==> src/common/pcg_defs.svh <==
// Offsets, field positions, reset values and counts of the clock generator control block
`ifndef PCG_DEFS_SVH
`define PCG_DEFS_SVH

// ****************************************
// Register byte offsets
// ****************************************
`define PCG_OFS_CONTROL 8'h00
`define PCG_OFS_BANDWIDTH 8'h04
`define PCG_OFS_PROGRAMMING 8'h08

// ****************************************
// Field positions
// ****************************************
`define PCG_CTL_IRQ_EN 7
`define PCG_CTL_FLAG 6
`define PCG_CTL_PLL_ON 5
`define PCG_CTL_BCS 4
`define PCG_BW_AUTO 7
`define PCG_BW_LOCK 6
`define PCG_BW_ACQ 5
`define PCG_BW_XLD 4
`define PCG_PRG_MUL_HI 7
`define PCG_PRG_MUL_LO 4
`define PCG_PRG_VRS_HI 3
`define PCG_PRG_VRS_LO 0

// ****************************************
// Reset values and fixed read values
// ****************************************
`define PCG_CTL_LOW_ONES 4'hF
`define PCG_MUL_RESET 4'h6
`define PCG_VRS_RESET 4'h6

// ****************************************
// Counts
// ****************************************
`define PCG_SWITCH_EDGES 2'h3
`define PCG_XLD_CYCLES_PER_N 4

`endif

==> src/common/pcg_pkg.sv <==
// Types shared by the clock generator control block
package pcg_pkg;

    // Base clock selector state
    typedef enum logic {
        SEL_STEADY,
        SEL_SWITCH
    } pcg_sel_state_t;

    // AHB-Lite transfer types
    typedef enum logic [1:0] {
        HT_IDLE = 2'h0,
        HT_BUSY = 2'h1,
        HT_NONSEQ = 2'h2,
        HT_SEQ = 2'h3
    } pcg_htrans_t;

endpackage

==> src/logic/pcg_clock_gen.sv <==
// Clock generator control: registers, lock interrupt, glitch-free base clock selector
// Operation
// Interrupt enable ignores writes and reads 0 in manual mode; reset clears it.
// Lock toggle sets lock-change flag; flag with enable drives interrupt output.
// Lock-change flag reads 0 in manual mode; reset clears it.
// Any read of control register clears the lock-change flag.
// Loop-on enables PLL and VCO; clearing refused while VCO is base source.
// Reset sets loop-on so the loop stabilises at power up.
// Select bit 1 picks VCO/2, 0 crystal/2; setting refused while loop off.
// After select change, hold base clock until three crystal and three VCO edges; code skips the VCO count while the loop is off.
// Reset and stop clear select bit, returning to crystal source.
// Control register low four bits read as ones.
// Bandwidth mode bit: 1 automatic, 0 manual; reset clears it.
// Lock bit read-only, 1 when locked in automatic mode, 0 in manual.
// Acquisition bit: status in automatic, control in manual; 1 tracking; reset 0.
// Manual acquisition value is kept during automatic mode and restored after.
// Write 1 to crystal-loss bit, wait N*4, read: 1 inactive, 0 active.
// Crystal-loss detection only with VCO selected; reads 0 while select clear.
// Software writes zeros to bandwidth register low test bits.
// Upper programming bits set multiplier 1..15; code 0 acts as 1.
// Reset sets multiplier and VCO range fields to 6.
// Multiplier and range fields ignore writes while loop-on is set.
// Range zero disables PLL, clears select bit, refuses VCO selection.
// Base clock is 50% duty, half the selected source frequency.
// Oscillator enable low disables block; crystal, base, interrupt outputs low.
// Lock toggle in same cycle as control read: setting the flag wins.
`timescale 1ns/1ns
`include "pcg_defs.svh"

module pcg_clock_gen
(
    input wire logic clk,
    input wire logic nrst,
    // AHB-Lite slave
    input wire logic hsel,
    input wire logic [7:0] haddr,
    input wire logic [1:0] htrans,
    input wire logic hwrite,
    input wire logic [2:0] hsize,
    input wire logic hready,
    input wire logic [31:0] hwdata,
    output logic [31:0] hrdata,
    output logic hreadyout,
    output logic hresp,
    // Clock sources and analog status, sampled on clk
    input wire logic xtalIn,
    input wire logic vcoIn,
    input wire logic lockIn,
    input wire logic trackIn,
    input wire logic systemOscEnable,
    // Outputs toward the loop and the system
    output logic crystalClock,
    output logic baseClockOut,
    output logic lockIrqOut,
    output logic loopEnable,
    output logic trackingMode,
    output logic [3:0] feedbackMultiplier,
    output logic [3:0] vcoRange
);

    // ****************************************
    // Bus decode
    // ****************************************
    logic addrTake;
    logic [7:0] addrPh_reg;
    logic wrPh_reg;
    logic rdPh_reg;
    logic wrCtl;
    logic wrBw;
    logic wrPrg;
    logic rdCtlNow;

    // Address phase is taken only on NONSEQ/SEQ with the bus ready
    assign addrTake = hsel && hready && htrans[1];
    assign wrCtl = wrPh_reg && (addrPh_reg == `PCG_OFS_CONTROL);
    assign wrBw = wrPh_reg && (addrPh_reg == `PCG_OFS_BANDWIDTH);
    assign wrPrg = wrPh_reg && (addrPh_reg == `PCG_OFS_PROGRAMMING);
    // Control read side effect lands in the data cycle that captures hrdata
    assign rdCtlNow = rdPh_reg && !hreadyout && (addrPh_reg == `PCG_OFS_CONTROL);

    // ****************************************
    // Register state
    // ****************************************
    logic irqEn_reg;
    logic flag_reg;
    logic loop_power_on_reg;
    logic bcs_reg;
    logic auto_reg;
    logic lock_reg;
    logic acqManual_reg;
    logic xld_reg;
    logic [3:0] mul_reg;
    logic [3:0] vrs_reg;
    logic xtalPrev_reg;
    logic vcoPrev_reg;
    logic xtalRise;
    logic vcoRise;
    logic lockNext;
    logic vcoLive;

    assign xtalRise = xtalIn && !xtalPrev_reg;
    assign vcoRise = vcoIn && !vcoPrev_reg;
    // Range zero keeps the loop off whatever loop-on says
    assign vcoLive = loop_power_on_reg && (vrs_reg != 4'h0);
    // Lock status means nothing in manual mode or with the loop off
    assign lockNext = auto_reg && vcoLive && lockIn;

    // Address/data phase tracking and zero-wait writes, one-wait reads
    always_ff @(posedge clk)
    begin
        if (!nrst)
        begin
            addrPh_reg <= 8'h00;
            wrPh_reg <= 1'b0;
            rdPh_reg <= 1'b0;
            hreadyout <= 1'b1;
            hresp <= 1'b0;
        end
        else if (hreadyout)
        begin
            addrPh_reg <= haddr;
            wrPh_reg <= addrTake && hwrite;
            rdPh_reg <= addrTake && !hwrite;
            hreadyout <= !(addrTake && !hwrite); // Reads stall one cycle
        end
        else
        begin
            hreadyout <= 1'b1;
            rdPh_reg <= 1'b0;
        end
    end

    // Read data is built in the wait cycle so a preceding write is already visible
    always_ff @(posedge clk)
    begin
        if (!nrst)
        begin
            hrdata <= 32'h0000_0000;
        end
        else if (rdPh_reg && !hreadyout)
        begin
            hrdata <= 32'h0000_0000;
            unique case (addrPh_reg)
                `PCG_OFS_CONTROL:
                    hrdata[7:0] <= {irqEn_reg && auto_reg,
                                    flag_reg && auto_reg,
                                    loop_power_on_reg, bcs_reg,
                                    `PCG_CTL_LOW_ONES};
                `PCG_OFS_BANDWIDTH:
                    hrdata[7:0] <= {auto_reg, lock_reg,
                                    auto_reg ? trackIn : acqManual_reg,
                                    xld_reg && bcs_reg,
                                    4'h0};
                `PCG_OFS_PROGRAMMING:
                    hrdata[7:0] <= {mul_reg, vrs_reg};
                default:
                    hrdata <= 32'h0000_0000; // Unmapped reads zero
            endcase
        end
    end

    // ****************************************
    // Control register
    // ****************************************
    // Interrupt enable writes count only in automatic mode
    always_ff @(posedge clk)
    begin
        if (!nrst)
        begin
            irqEn_reg <= 1'b0;
        end
        else if (wrCtl && auto_reg)
        begin
            irqEn_reg <= hwdata[`PCG_CTL_IRQ_EN];
        end
    end

    // Lock-change flag: a toggle wins over the read that clears it
    always_ff @(posedge clk)
    begin
        if (!nrst)
        begin
            flag_reg <= 1'b0;
        end
        else if (auto_reg && (lockNext != lock_reg))
        begin
            flag_reg <= 1'b1; // see
        end
        else if (rdCtlNow)
        begin
            flag_reg <= 1'b0;
        end
    end

    // Loop on: cannot drop while the VCO is the base source
    always_ff @(posedge clk)
    begin
        if (!nrst)
        begin
            loop_power_on_reg <= 1'b1;
        end
        else if (wrCtl)
        begin
            loop_power_on_reg <= hwdata[`PCG_CTL_PLL_ON] || bcs_reg;
        end
    end

    // Base select: set needs the loop already on, so from loop off VCO selection takes two writes
    always_ff @(posedge clk)
    begin
        if (!nrst)
        begin
            bcs_reg <= 1'b0;
        end
        else if (!systemOscEnable || (vrs_reg == 4'h0))
        begin
            bcs_reg <= 1'b0; // see
        end
        else if (wrCtl)
        begin
            bcs_reg <= hwdata[`PCG_CTL_BCS] && loop_power_on_reg;
        end
    end

    // ****************************************
    // Bandwidth control register
    // ****************************************
    // Mode bit and the manual acquisition value kept across automatic periods
    always_ff @(posedge clk)
    begin
        if (!nrst)
        begin
            auto_reg <= 1'b0;
            acqManual_reg <= 1'b0;
        end
        else if (wrBw)
        begin
            auto_reg <= hwdata[`PCG_BW_AUTO];
            if (!auto_reg)
            begin
                acqManual_reg <= hwdata[`PCG_BW_ACQ];
            end
        end
    end

    // Lock indicator follows the loop only in automatic mode
    always_ff @(posedge clk)
    begin
        if (!nrst)
        begin
            lock_reg <= 1'b0;
        end
        else
        begin
            lock_reg <= lockNext;
        end
    end

    // Crystal loss: armed by writing 1, any crystal rising edge proves the reference alive.
    // Software waits N*4 cycles; edges come far faster, so no counter is kept here.
    always_ff @(posedge clk)
    begin
        if (!nrst)
        begin
            xld_reg <= 1'b0;
        end
        else if (!bcs_reg)
        begin
            xld_reg <= 1'b0;
        end
        else if (wrBw && hwdata[`PCG_BW_XLD])
        begin
            xld_reg <= 1'b1;
        end
        else if (xtalRise)
        begin
            xld_reg <= 1'b0;
        end
    end

    // ****************************************
    // Programming register
    // ****************************************
    // Fields locked while the loop runs
    always_ff @(posedge clk)
    begin
        if (!nrst)
        begin
            mul_reg <= `PCG_MUL_RESET;
            vrs_reg <= `PCG_VRS_RESET;
        end
        else if (wrPrg && !loop_power_on_reg)
        begin
            mul_reg <= hwdata[`PCG_PRG_MUL_HI:`PCG_PRG_MUL_LO];
            vrs_reg <= hwdata[`PCG_PRG_VRS_HI:`PCG_PRG_VRS_LO];
        end
    end

    // ****************************************
    // Base clock selector
    // ****************************************
    pcg_pkg::pcg_sel_state_t selState_reg;
    logic curSrc_reg;
    logic [1:0] xtalCnt_reg;
    logic [1:0] vcoCnt_reg;
    logic xtalDone;
    logic vcoDone;
    logic srcRise;

    assign xtalDone = (xtalCnt_reg == `PCG_SWITCH_EDGES);
    // A stopped VCO would hang the switch, so it counts as done when the loop is off
    assign vcoDone = (vcoCnt_reg == `PCG_SWITCH_EDGES) || !vcoLive;
    assign srcRise = curSrc_reg ? vcoRise : xtalRise;

    // Edge history of both sources
    always_ff @(posedge clk)
    begin
        if (!nrst)
        begin
            xtalPrev_reg <= 1'b0;
            vcoPrev_reg <= 1'b0;
        end
        else
        begin
            xtalPrev_reg <= xtalIn;
            vcoPrev_reg <= vcoIn;
        end
    end

    // Transition control: hold output static across the edge counts
    always_ff @(posedge clk)
    begin
        if (!nrst)
        begin
            selState_reg <= pcg_pkg::SEL_STEADY;
            curSrc_reg <= 1'b0;
            xtalCnt_reg <= 2'h0;
            vcoCnt_reg <= 2'h0;
        end
        else
        begin
            unique case (selState_reg)
                pcg_pkg::SEL_STEADY:
                begin
                    xtalCnt_reg <= 2'h0;
                    vcoCnt_reg <= 2'h0;
                    if (bcs_reg != curSrc_reg)
                    begin
                        selState_reg <= pcg_pkg::SEL_SWITCH;
                    end
                end
                pcg_pkg::SEL_SWITCH:
                begin
                    if (xtalRise && !xtalDone)
                    begin
                        xtalCnt_reg <= xtalCnt_reg + 2'h1;
                    end
                    if (vcoRise && (vcoCnt_reg != `PCG_SWITCH_EDGES))
                    begin
                        vcoCnt_reg <= vcoCnt_reg + 2'h1;
                    end
                    if (xtalDone && vcoDone)
                    begin
                        curSrc_reg <= bcs_reg;
                        selState_reg <= pcg_pkg::SEL_STEADY;
                    end
                end
            endcase
        end
    end

    // Divide by two on each source rise gives 50% duty; held during a switch
    always_ff @(posedge clk)
    begin
        if (!nrst)
        begin
            baseClockOut <= 1'b0;
        end
        else if (!systemOscEnable)
        begin
            baseClockOut <= 1'b0;
        end
        else if ((selState_reg == pcg_pkg::SEL_STEADY) && srcRise)
        begin
            baseClockOut <= !baseClockOut; // see
        end
    end

    // ****************************************
    // System outputs
    // ****************************************
    // All outputs registered; stop forces the clocks and interrupt low
    always_ff @(posedge clk)
    begin
        if (!nrst)
        begin
            crystalClock <= 1'b0;
            lockIrqOut <= 1'b0;
            loopEnable <= 1'b0;
            trackingMode <= 1'b0;
            feedbackMultiplier <= 4'h1;
            vcoRange <= `PCG_VRS_RESET;
        end
        else
        begin
            crystalClock <= xtalIn && systemOscEnable;
            lockIrqOut <= flag_reg && irqEn_reg && auto_reg && systemOscEnable;
            loopEnable <= vcoLive && systemOscEnable; // see
            trackingMode <= auto_reg ? trackIn : acqManual_reg;
            feedbackMultiplier <= (mul_reg == 4'h0) ? 4'h1 : mul_reg;
            vcoRange <= vrs_reg;
        end
    end

endmodule

==> config.mk <==
export PLATFORM = sky130hd
export DESIGN_NAME = pcg_clock_gen
export DESIGN_NICKNAME = d
export VERILOG_FILES = /design/src/common/pcg_pkg.sv /design/src/logic/pcg_clock_gen.sv
export VERILOG_INCLUDE_DIRS = /design/src /design/src/common
export SDC_FILE = /design/constraint.sdc
export NUM_CORES = 1
export LEC_CHECK = 0
export BUFFER_PORTS_ARGS = -buffer_cell sky130_fd_sc_hd__clkbuf_2
export CAP_MARGIN = 5
export CORE_ASPECT_RATIO = 1.1
export CORE_UTILIZATION = 40
export DETAILED_ROUTE_END_ITERATION = 12
export PLACE_DENSITY_LB_ADDON = 0.08
export SYNTH_ARGS = -nofsm -noshare
export SYNTH_HDL_FRONTEND = slang
export SYNTH_SLANG_ARGS = --single-unit
==> constraint.sdc <==
create_clock -name clk -period 5.2 [get_ports clk]
set_input_delay 1.04 -clock clk [delete_from_list [all_inputs] [get_ports clk]]
set_output_delay 1.04 -clock clk [all_outputs]
set_load 0.01 [all_outputs]
After elaboration in Yosys (flattened, before gate mapping)
Index checks and enable logic that the tools add are counted.
{"block": "totals", "word_cells": 113, "in_bits": 55, "regBits": 56}
{"block": "classes", "n_mux": 14, "n_reduce_logical": 57, "add_sub_neg": 2, "bitwise_logic": 3, "n_eq_ne": 9}
{"cell": "$logic_and A1 B1 Y1", "count": 31}
{"cell": "$pmux W8 S3", "count": 1}
{"cell": "$logic_not A1 Y1", "count": 10}
{"cell": "$reduce_and A2 Y1", "count": 5}
{"cell": "$eq A8 B3 Y1 const B", "count": 1}
{"cell": "$eq A8 B4 Y1 const B", "count": 1}
{"cell": "$logic_not A4 Y1", "count": 2}
{"cell": "$logic_not A8 Y1", "count": 1}
{"cell": "$mux W1", "count": 8}
{"cell": "$pmux W2 S2", "count": 2}
{"cell": "$add A2 B1 Y2 const B", "count": 2}
{"cell": "$eq A2 B2 Y1 const B", "count": 2}
{"cell": "$mux W2", "count": 2}
{"cell": "$ne A2 B1 Y1 const B", "count": 2}
{"cell": "$reduce_bool A2 Y1", "count": 2}
{"cell": "$reduce_bool A4 Y1", "count": 1}
{"cell": "$reduce_or A2 Y1", "count": 2}
{"cell": "$logic_or A1 B1 Y1", "count": 3}
{"cell": "$not A1 Y1", "count": 3}
{"cell": "$ne A1 B1 Y1", "count": 2}
{"cell": "$ne A2 B2 Y1 const B", "count": 1}
{"cell": "$pmux W1 S2", "count": 1}

Depth between registers and ports, before layout
{"block": "logic_depth", "ltp_word": 7, "depth_mapped": 4, "ltp_nobuf": 4}

Worst setup path before layout
Ideal clock, no wire load.
{"block": "synth_path", "path_kind": "input to register", "startpoint": "in xtalIn", "endpoint": "reg baseClockOut", "path_buffers": 0, "slack_ps": 3324, "stages": 3, "setup_ps": 72, "arrival_ps": 1804, "cell_sequence": "or3b_2 -> a21oi_1 -> mux2i_1"}
{"block": "synth_via", "elab_chain_cells": 3}
{"element": "start, declared", "line_no": "pcg_clock_gen.sv:46", "source": "input wire logic xtalIn,"}
{"element": "$logic_and A1 B1 Y1", "line_no": "pcg_clock_gen.sv:101", "source": "assign xtalRise = xtalIn && !xtalPrev_reg;"}
{"element": "$mux W1", "line_no": "pcg_clock_gen.sv:313", "source": "assign srcRise = curSrc_reg ? vcoRise : xtalRise;"}
{"element": "$logic_and A1 B1 Y1", "line_no": "pcg_clock_gen.sv:383", "source": "else if ((selState_reg == pcg_pkg::SEL_STEADY) && srcRise)"}
{"element": "end signal, assigned", "line_no": "pcg_clock_gen.sv:385", "source": "baseClockOut <= !baseClockOut;"}
{"element": "end, declared", "line_no": "pcg_clock_gen.sv:53", "source": "output logic baseClockOut,"}
No other way between the ends.
A chain may end at the register's enable or synchronous reset.

Worst setup path after layout
{"block": "layout_path", "startpoint": "reg hreadyout", "endpoint": "out hreadyout"}
{"element": "start, declared", "line_no": "pcg_clock_gen.sv:43", "source": "output logic hreadyout,"}
{"element": "start signal, assigned", "line_no": "pcg_clock_gen.sv:124", "source": "hreadyout <= !(addrTake && !hwrite);"}
No word-level cell between the ends.

==> metrics.txt <==
# TYPE chip_impl_metric gauge
chip_impl_metric{name="ff2ff_path_depth",unit=""} 3
chip_impl_metric{name="fin_setup_tns",unit="ns"} 0
chip_impl_metric{name="cts.htree.levels",unit=""} 2
chip_impl_info{name="crit_type",value="reg2out"} 1
chip_impl_metric{name="async_reset_ff_share",unit="%"} 0
chip_impl_metric{name="worst_path_required_time",unit="ns"} 4.16
chip_impl_info{name="critical_path.slowest_cell",value="sky130_fd_sc_hd__dfxtp_1"} 1
chip_impl_metric{name="synth_cells",unit=""} 265
chip_impl_info{name="cts_tree",value="built"} 1
chip_impl_metric{name="syn_avg_cell_area",unit="µm²"} 9.28
chip_impl_metric{name="placed_cells_incl_taps",unit=""} 381
chip_impl_metric{name="synth_enable_flop_cells",unit=""} 0
chip_impl_metric{name="final_antenna_violating_net_count",unit=""} 0
chip_impl_info{name="synthTopCellsByArea",value="sky130_fd_sc_hd__dfxtp_1 46%, sky130_fd_sc_hd__mux2i_1 9.0%, sky130_fd_sc_hd__buf_4 7.9%"} 1
chip_impl_metric{name="path_buf_inv",unit=""} 1
chip_impl_metric{name="final_core_util",unit="%"} 47.2
chip_impl_info{name="cp-end-kind",value="output port"} 1
chip_impl_metric{name="area.growth.synth_to_final",unit="%"} 12.2
chip_impl_metric{name="track_usage",unit="%"} 16.4
chip_impl_metric{name="final_cell_area",unit="µm²"} 2760
chip_impl_metric{name="vias_per_cell",unit=""} 4.83
chip_impl_info{name="layout.cells.most_common_list",value="56 x sky130_fd_sc_hd__dfxtp_1, 48 x sky130_fd_sc_hd__clkbuf_2, 25 x sky130_fd_sc_hd__conb_1"} 1
chip_impl_info{name="synth-main-ff-cell",value="sky130_fd_sc_hd__dfxtp_1"} 1
chip_impl_info{name="launching_point_of_the_worst_reg2reg_path",value="wrPh_reg"} 1
chip_impl_metric{name="number_of_search_and_repair_iterations_in_the_first_detailed_routing_pass",unit=""} 4
chip_impl_metric{name="cts_made_buffers",unit=""} 5
chip_impl_metric{name="design.core.area",unit="µm²"} 5840
chip_impl_metric{name="grt_pass1_wl",unit="µm"} 8400
chip_impl_metric{name="port_buffers",unit=""} 48
chip_impl_metric{name="r2r_setup_slack",unit="ns"} 3.04
chip_impl_info{name="worst_setup_path_start_kind",value="flop"} 1
chip_impl_metric{name="path_max_fanout",unit=""} 14
chip_impl_metric{name="floorplan.initialDensity",unit="%"} 42.1
chip_impl_metric{name="clock_period_minus_worst_slack",unit="ns"} 2.30
chip_impl_metric{name="fp.dieW",unit="µm"} 76.8
chip_impl_metric{name="synth_warnings",unit=""} 0
chip_impl_info{name="critPathTopFamily",value="flip-flops"} 1
chip_impl_info{name="timing.hold.worst.class",value="reg2reg"} 1
chip_impl_metric{name="grt_antenna_before_repair",unit=""} 0
chip_impl_info{name="critical_path.reg2reg.endpoint",value="vrs_reg[2]"} 1
chip_impl_info{name="outcome",value="completed"} 1
chip_impl_metric{name="ys_types",unit=""} 49
chip_impl_metric{name="holdBufCountCts",unit=""} 0
chip_impl_metric{name="swShare",unit="%"} 23.9
chip_impl_info{name="min_to",value="acqManual_reg"} 1
chip_impl_metric{name="power-per-cell-area",unit="nW/µm²"} 271
chip_impl_metric{name="pre_cts_slack",unit="ns"} 2.62
chip_impl_metric{name="remaining_drc_errors",unit=""} 0
chip_impl_metric{name="worst_pin_slew",unit="ns"} 0.973
chip_impl_metric{name="cap_violations",unit=""} 0
chip_impl_metric{name="hold_slack",unit="ns"} 0.476
chip_impl_info{name="rsz_0062_raised_after_global_routing",value="false"} 1
chip_impl_metric{name="drtIter0Drc",unit=""} 68
chip_impl_metric{name="total_power",unit="µW"} 747
chip_impl_metric{name="floorplan.io_pins",unit=""} 102
chip_impl_metric{name="globalRouteOverflowTotal",unit=""} 0
chip_impl_metric{name="power.share.sequential",unit="%"} 59.4
chip_impl_metric{name="vias_in_the_first_global_route",unit=""} 1737
chip_impl_metric{name="cell_count_along_the_critical_path",unit=""} 1
chip_impl_metric{name="post_synth_instance_area",unit="µm²"} 2460
chip_impl_metric{name="routed-via-count",unit=""} 1877
chip_impl_metric{name="cts_setup_buffers",unit=""} 0
chip_impl_metric{name="clkLatencyLatePin",unit="ns"} 0.31
chip_impl_metric{name="antenna-diode-count",unit=""} 0
chip_impl_metric{name="die_area",unit="µm²"} 6470
chip_impl_metric{name="final_layout_size_suffix_gt1_share",unit="%"} 21.2
chip_impl_metric{name="cp.arrival",unit="ns"} 1.26
chip_impl_metric{name="netSwitchingPower",unit="µW"} 179
chip_impl_metric{name="slowest_delay",unit="ns"} 0.71
chip_impl_metric{name="p_leak",unit="nW"} 1.30
chip_impl_info{name="synth_top_cell_by_area",value="sky130_fd_sc_hd__dfxtp_1"} 1
chip_impl_metric{name="clk_pin_slew",unit="ns"} 0.10
chip_impl_metric{name="route.detailed.wl_per_inst",unit="µm"} 13.0
chip_impl_metric{name="final_cycle_share",unit="%"} 44.2
chip_impl_metric{name="timing.final.ws_setup",unit="ns"} 2.90
chip_impl_metric{name="setup_viol",unit=""} 0
chip_impl_metric{name="synth-seq-cells",unit=""} 56
chip_impl_metric{name="worst_ir_drop_vdd",unit="mV"} 0.116
chip_impl_metric{name="globalplace.congestion",unit=""} 0.783
chip_impl_metric{name="max_freq",unit="GHz"} 0.435
chip_impl_metric{name="num-nets-final",unit=""} 368
chip_impl_metric{name="cts_resized",unit=""} 0
chip_impl_metric{name="clock_sink_count",unit=""} 56
chip_impl_metric{name="intPower",unit="µW"} 568
chip_impl_info{name="most_common_cell_after_layout_fill_and_taps_aside",value="sky130_fd_sc_hd__dfxtp_1"} 1
chip_impl_info{name="root_buffer",value="sky130_fd_sc_hd__clkbuf_8"} 1
chip_impl_metric{name="p_comb_share",unit="%"} 7.8
chip_impl_metric{name="timing.hold.worst_path_depth",unit=""} 2
chip_impl_metric{name="finalMaxSlewViolations",unit=""} 0
chip_impl_info{name="worst_hold_startpoint",value="acqManual_reg"} 1
chip_impl_metric{name="number_of_failing_hold_endpoints_at_the_final_stage",unit=""} 0
chip_impl_metric{name="row_count",unit=""} 29
chip_impl_metric{name="clock_network_fraction_of_design_power",unit="%"} 32.7
chip_impl_metric{name="post-dp-hpwl",unit="µm"} 3720
chip_impl_metric{name="layoutNonFillerInstCount",unit=""} 389
chip_impl_metric{name="placed_cell_area",unit="µm²"} 2670
chip_impl_metric{name="worst_slew_margin_rel",unit="%"} 34.3
chip_impl_metric{name="synth_sequential_area_ratio",unit="%"} 45.6
chip_impl_metric{name="die_h",unit="µm"} 84.2
chip_impl_metric{name="final_routed_wirelength",unit="µm"} 5060
chip_impl_metric{name="skew",unit="ns"} 0.00748
chip_impl_metric{name="grt_max_degree",unit=""} 23
chip_impl_metric{name="ctsLongestPathBuffers",unit=""} 2
chip_impl_info{name="critical_path.cell_chain",value="clkbuf_2"} 1
chip_impl_metric{name="post-synth-top-area-fraction",unit="%"} 45.6
power groups by stage:
stage | clock network, mW | logic, mW | registers, mW
6_report | 0.245 | 0.0585 | 0.444
3_5_place_dp | 0 | 0.0590 | 0.454
3_3_place_gp | 0 | 0.0588 | 0.454
2_1_floorplan | 0 | 0.0532 | 0.451
4_1_cts | 0.252 | 0.0591 | 0.444
5_1_grt | 0.270 | 0.0660 | 0.445
synthesized netlist by cell type (2+ instances only):
cell type	instances
sky130_fd_sc_hd__a21oi_1	8
sky130_fd_sc_hd__a31o_2	2
sky130_fd_sc_hd__a31oi_1	3
sky130_fd_sc_hd__and2_1	4
sky130_fd_sc_hd__and3_1	4
sky130_fd_sc_hd__and4_1	2
sky130_fd_sc_hd__buf_1	3
sky130_fd_sc_hd__buf_2	2
sky130_fd_sc_hd__buf_4	26
sky130_fd_sc_hd__clkbuf_1	4
sky130_fd_sc_hd__dfxtp_1	56
sky130_fd_sc_hd__ha_1	2
sky130_fd_sc_hd__inv_1	11
sky130_fd_sc_hd__mux2_2	2
sky130_fd_sc_hd__mux2i_1	22
sky130_fd_sc_hd__nand2_1	20
sky130_fd_sc_hd__nand2b_1	8
sky130_fd_sc_hd__nand3_1	12
sky130_fd_sc_hd__nand4_1	5
sky130_fd_sc_hd__nand4b_1	2
sky130_fd_sc_hd__nor2_1	20
sky130_fd_sc_hd__nor3_1	2
sky130_fd_sc_hd__nor3b_1	4
sky130_fd_sc_hd__nor4_1	2
sky130_fd_sc_hd__o211ai_1	3
sky130_fd_sc_hd__o21ai_0	5
sky130_fd_sc_hd__o31ai_1	2
sky130_fd_sc_hd__o41ai_1	2
sky130_fd_sc_hd__or2_2	4
sky130_fd_sc_hd__or4_1	3
sky130_fd_sc_hd__xnor2_1	2
layout make-up:
class | count | area, µm²
inverter | 11 | 41.3
sequential | 56 | 1120
clock buffer | 8 | 90.1
tap | 77 | 96.3
multi-input combinational | 187 | 1160
timing repair buffer | 50 | 255
fill | 600 | 3080
worst max-delay path by stage:
stage / start / end / slack (ns)
final: hreadyout / hreadyout / 2.90
after detailed placement: nrst / feedbackMultiplier[0] / 2.62
after CTS: hreadyout / hreadyout / 2.86
after global routing: hreadyout / hreadyout / 2.81
after global placement: nrst / feedbackMultiplier[0] / 2.63
after floorplan: xtalIn / baseClockOut / 3.32
cells by family after synthesis:
logic type,share of synthesized area (%)
simple gates,21.8
flops,45.6
buf+inv,11.1
compound gates,9.46
mux,9.87
xor+xnor,1.07
fa+ha+maj,1.02
other cells,0.152
layer usage:
metal	GRT usage, %	vias to the layer above	wire [µm]
met5	0	-	0
met2	27.5	41	2430
li1	-	966	-
met3	3.15	5	156
met1	21.0	865	2410
met4	5.24	0	59
(Power assumes the default switching activity.)
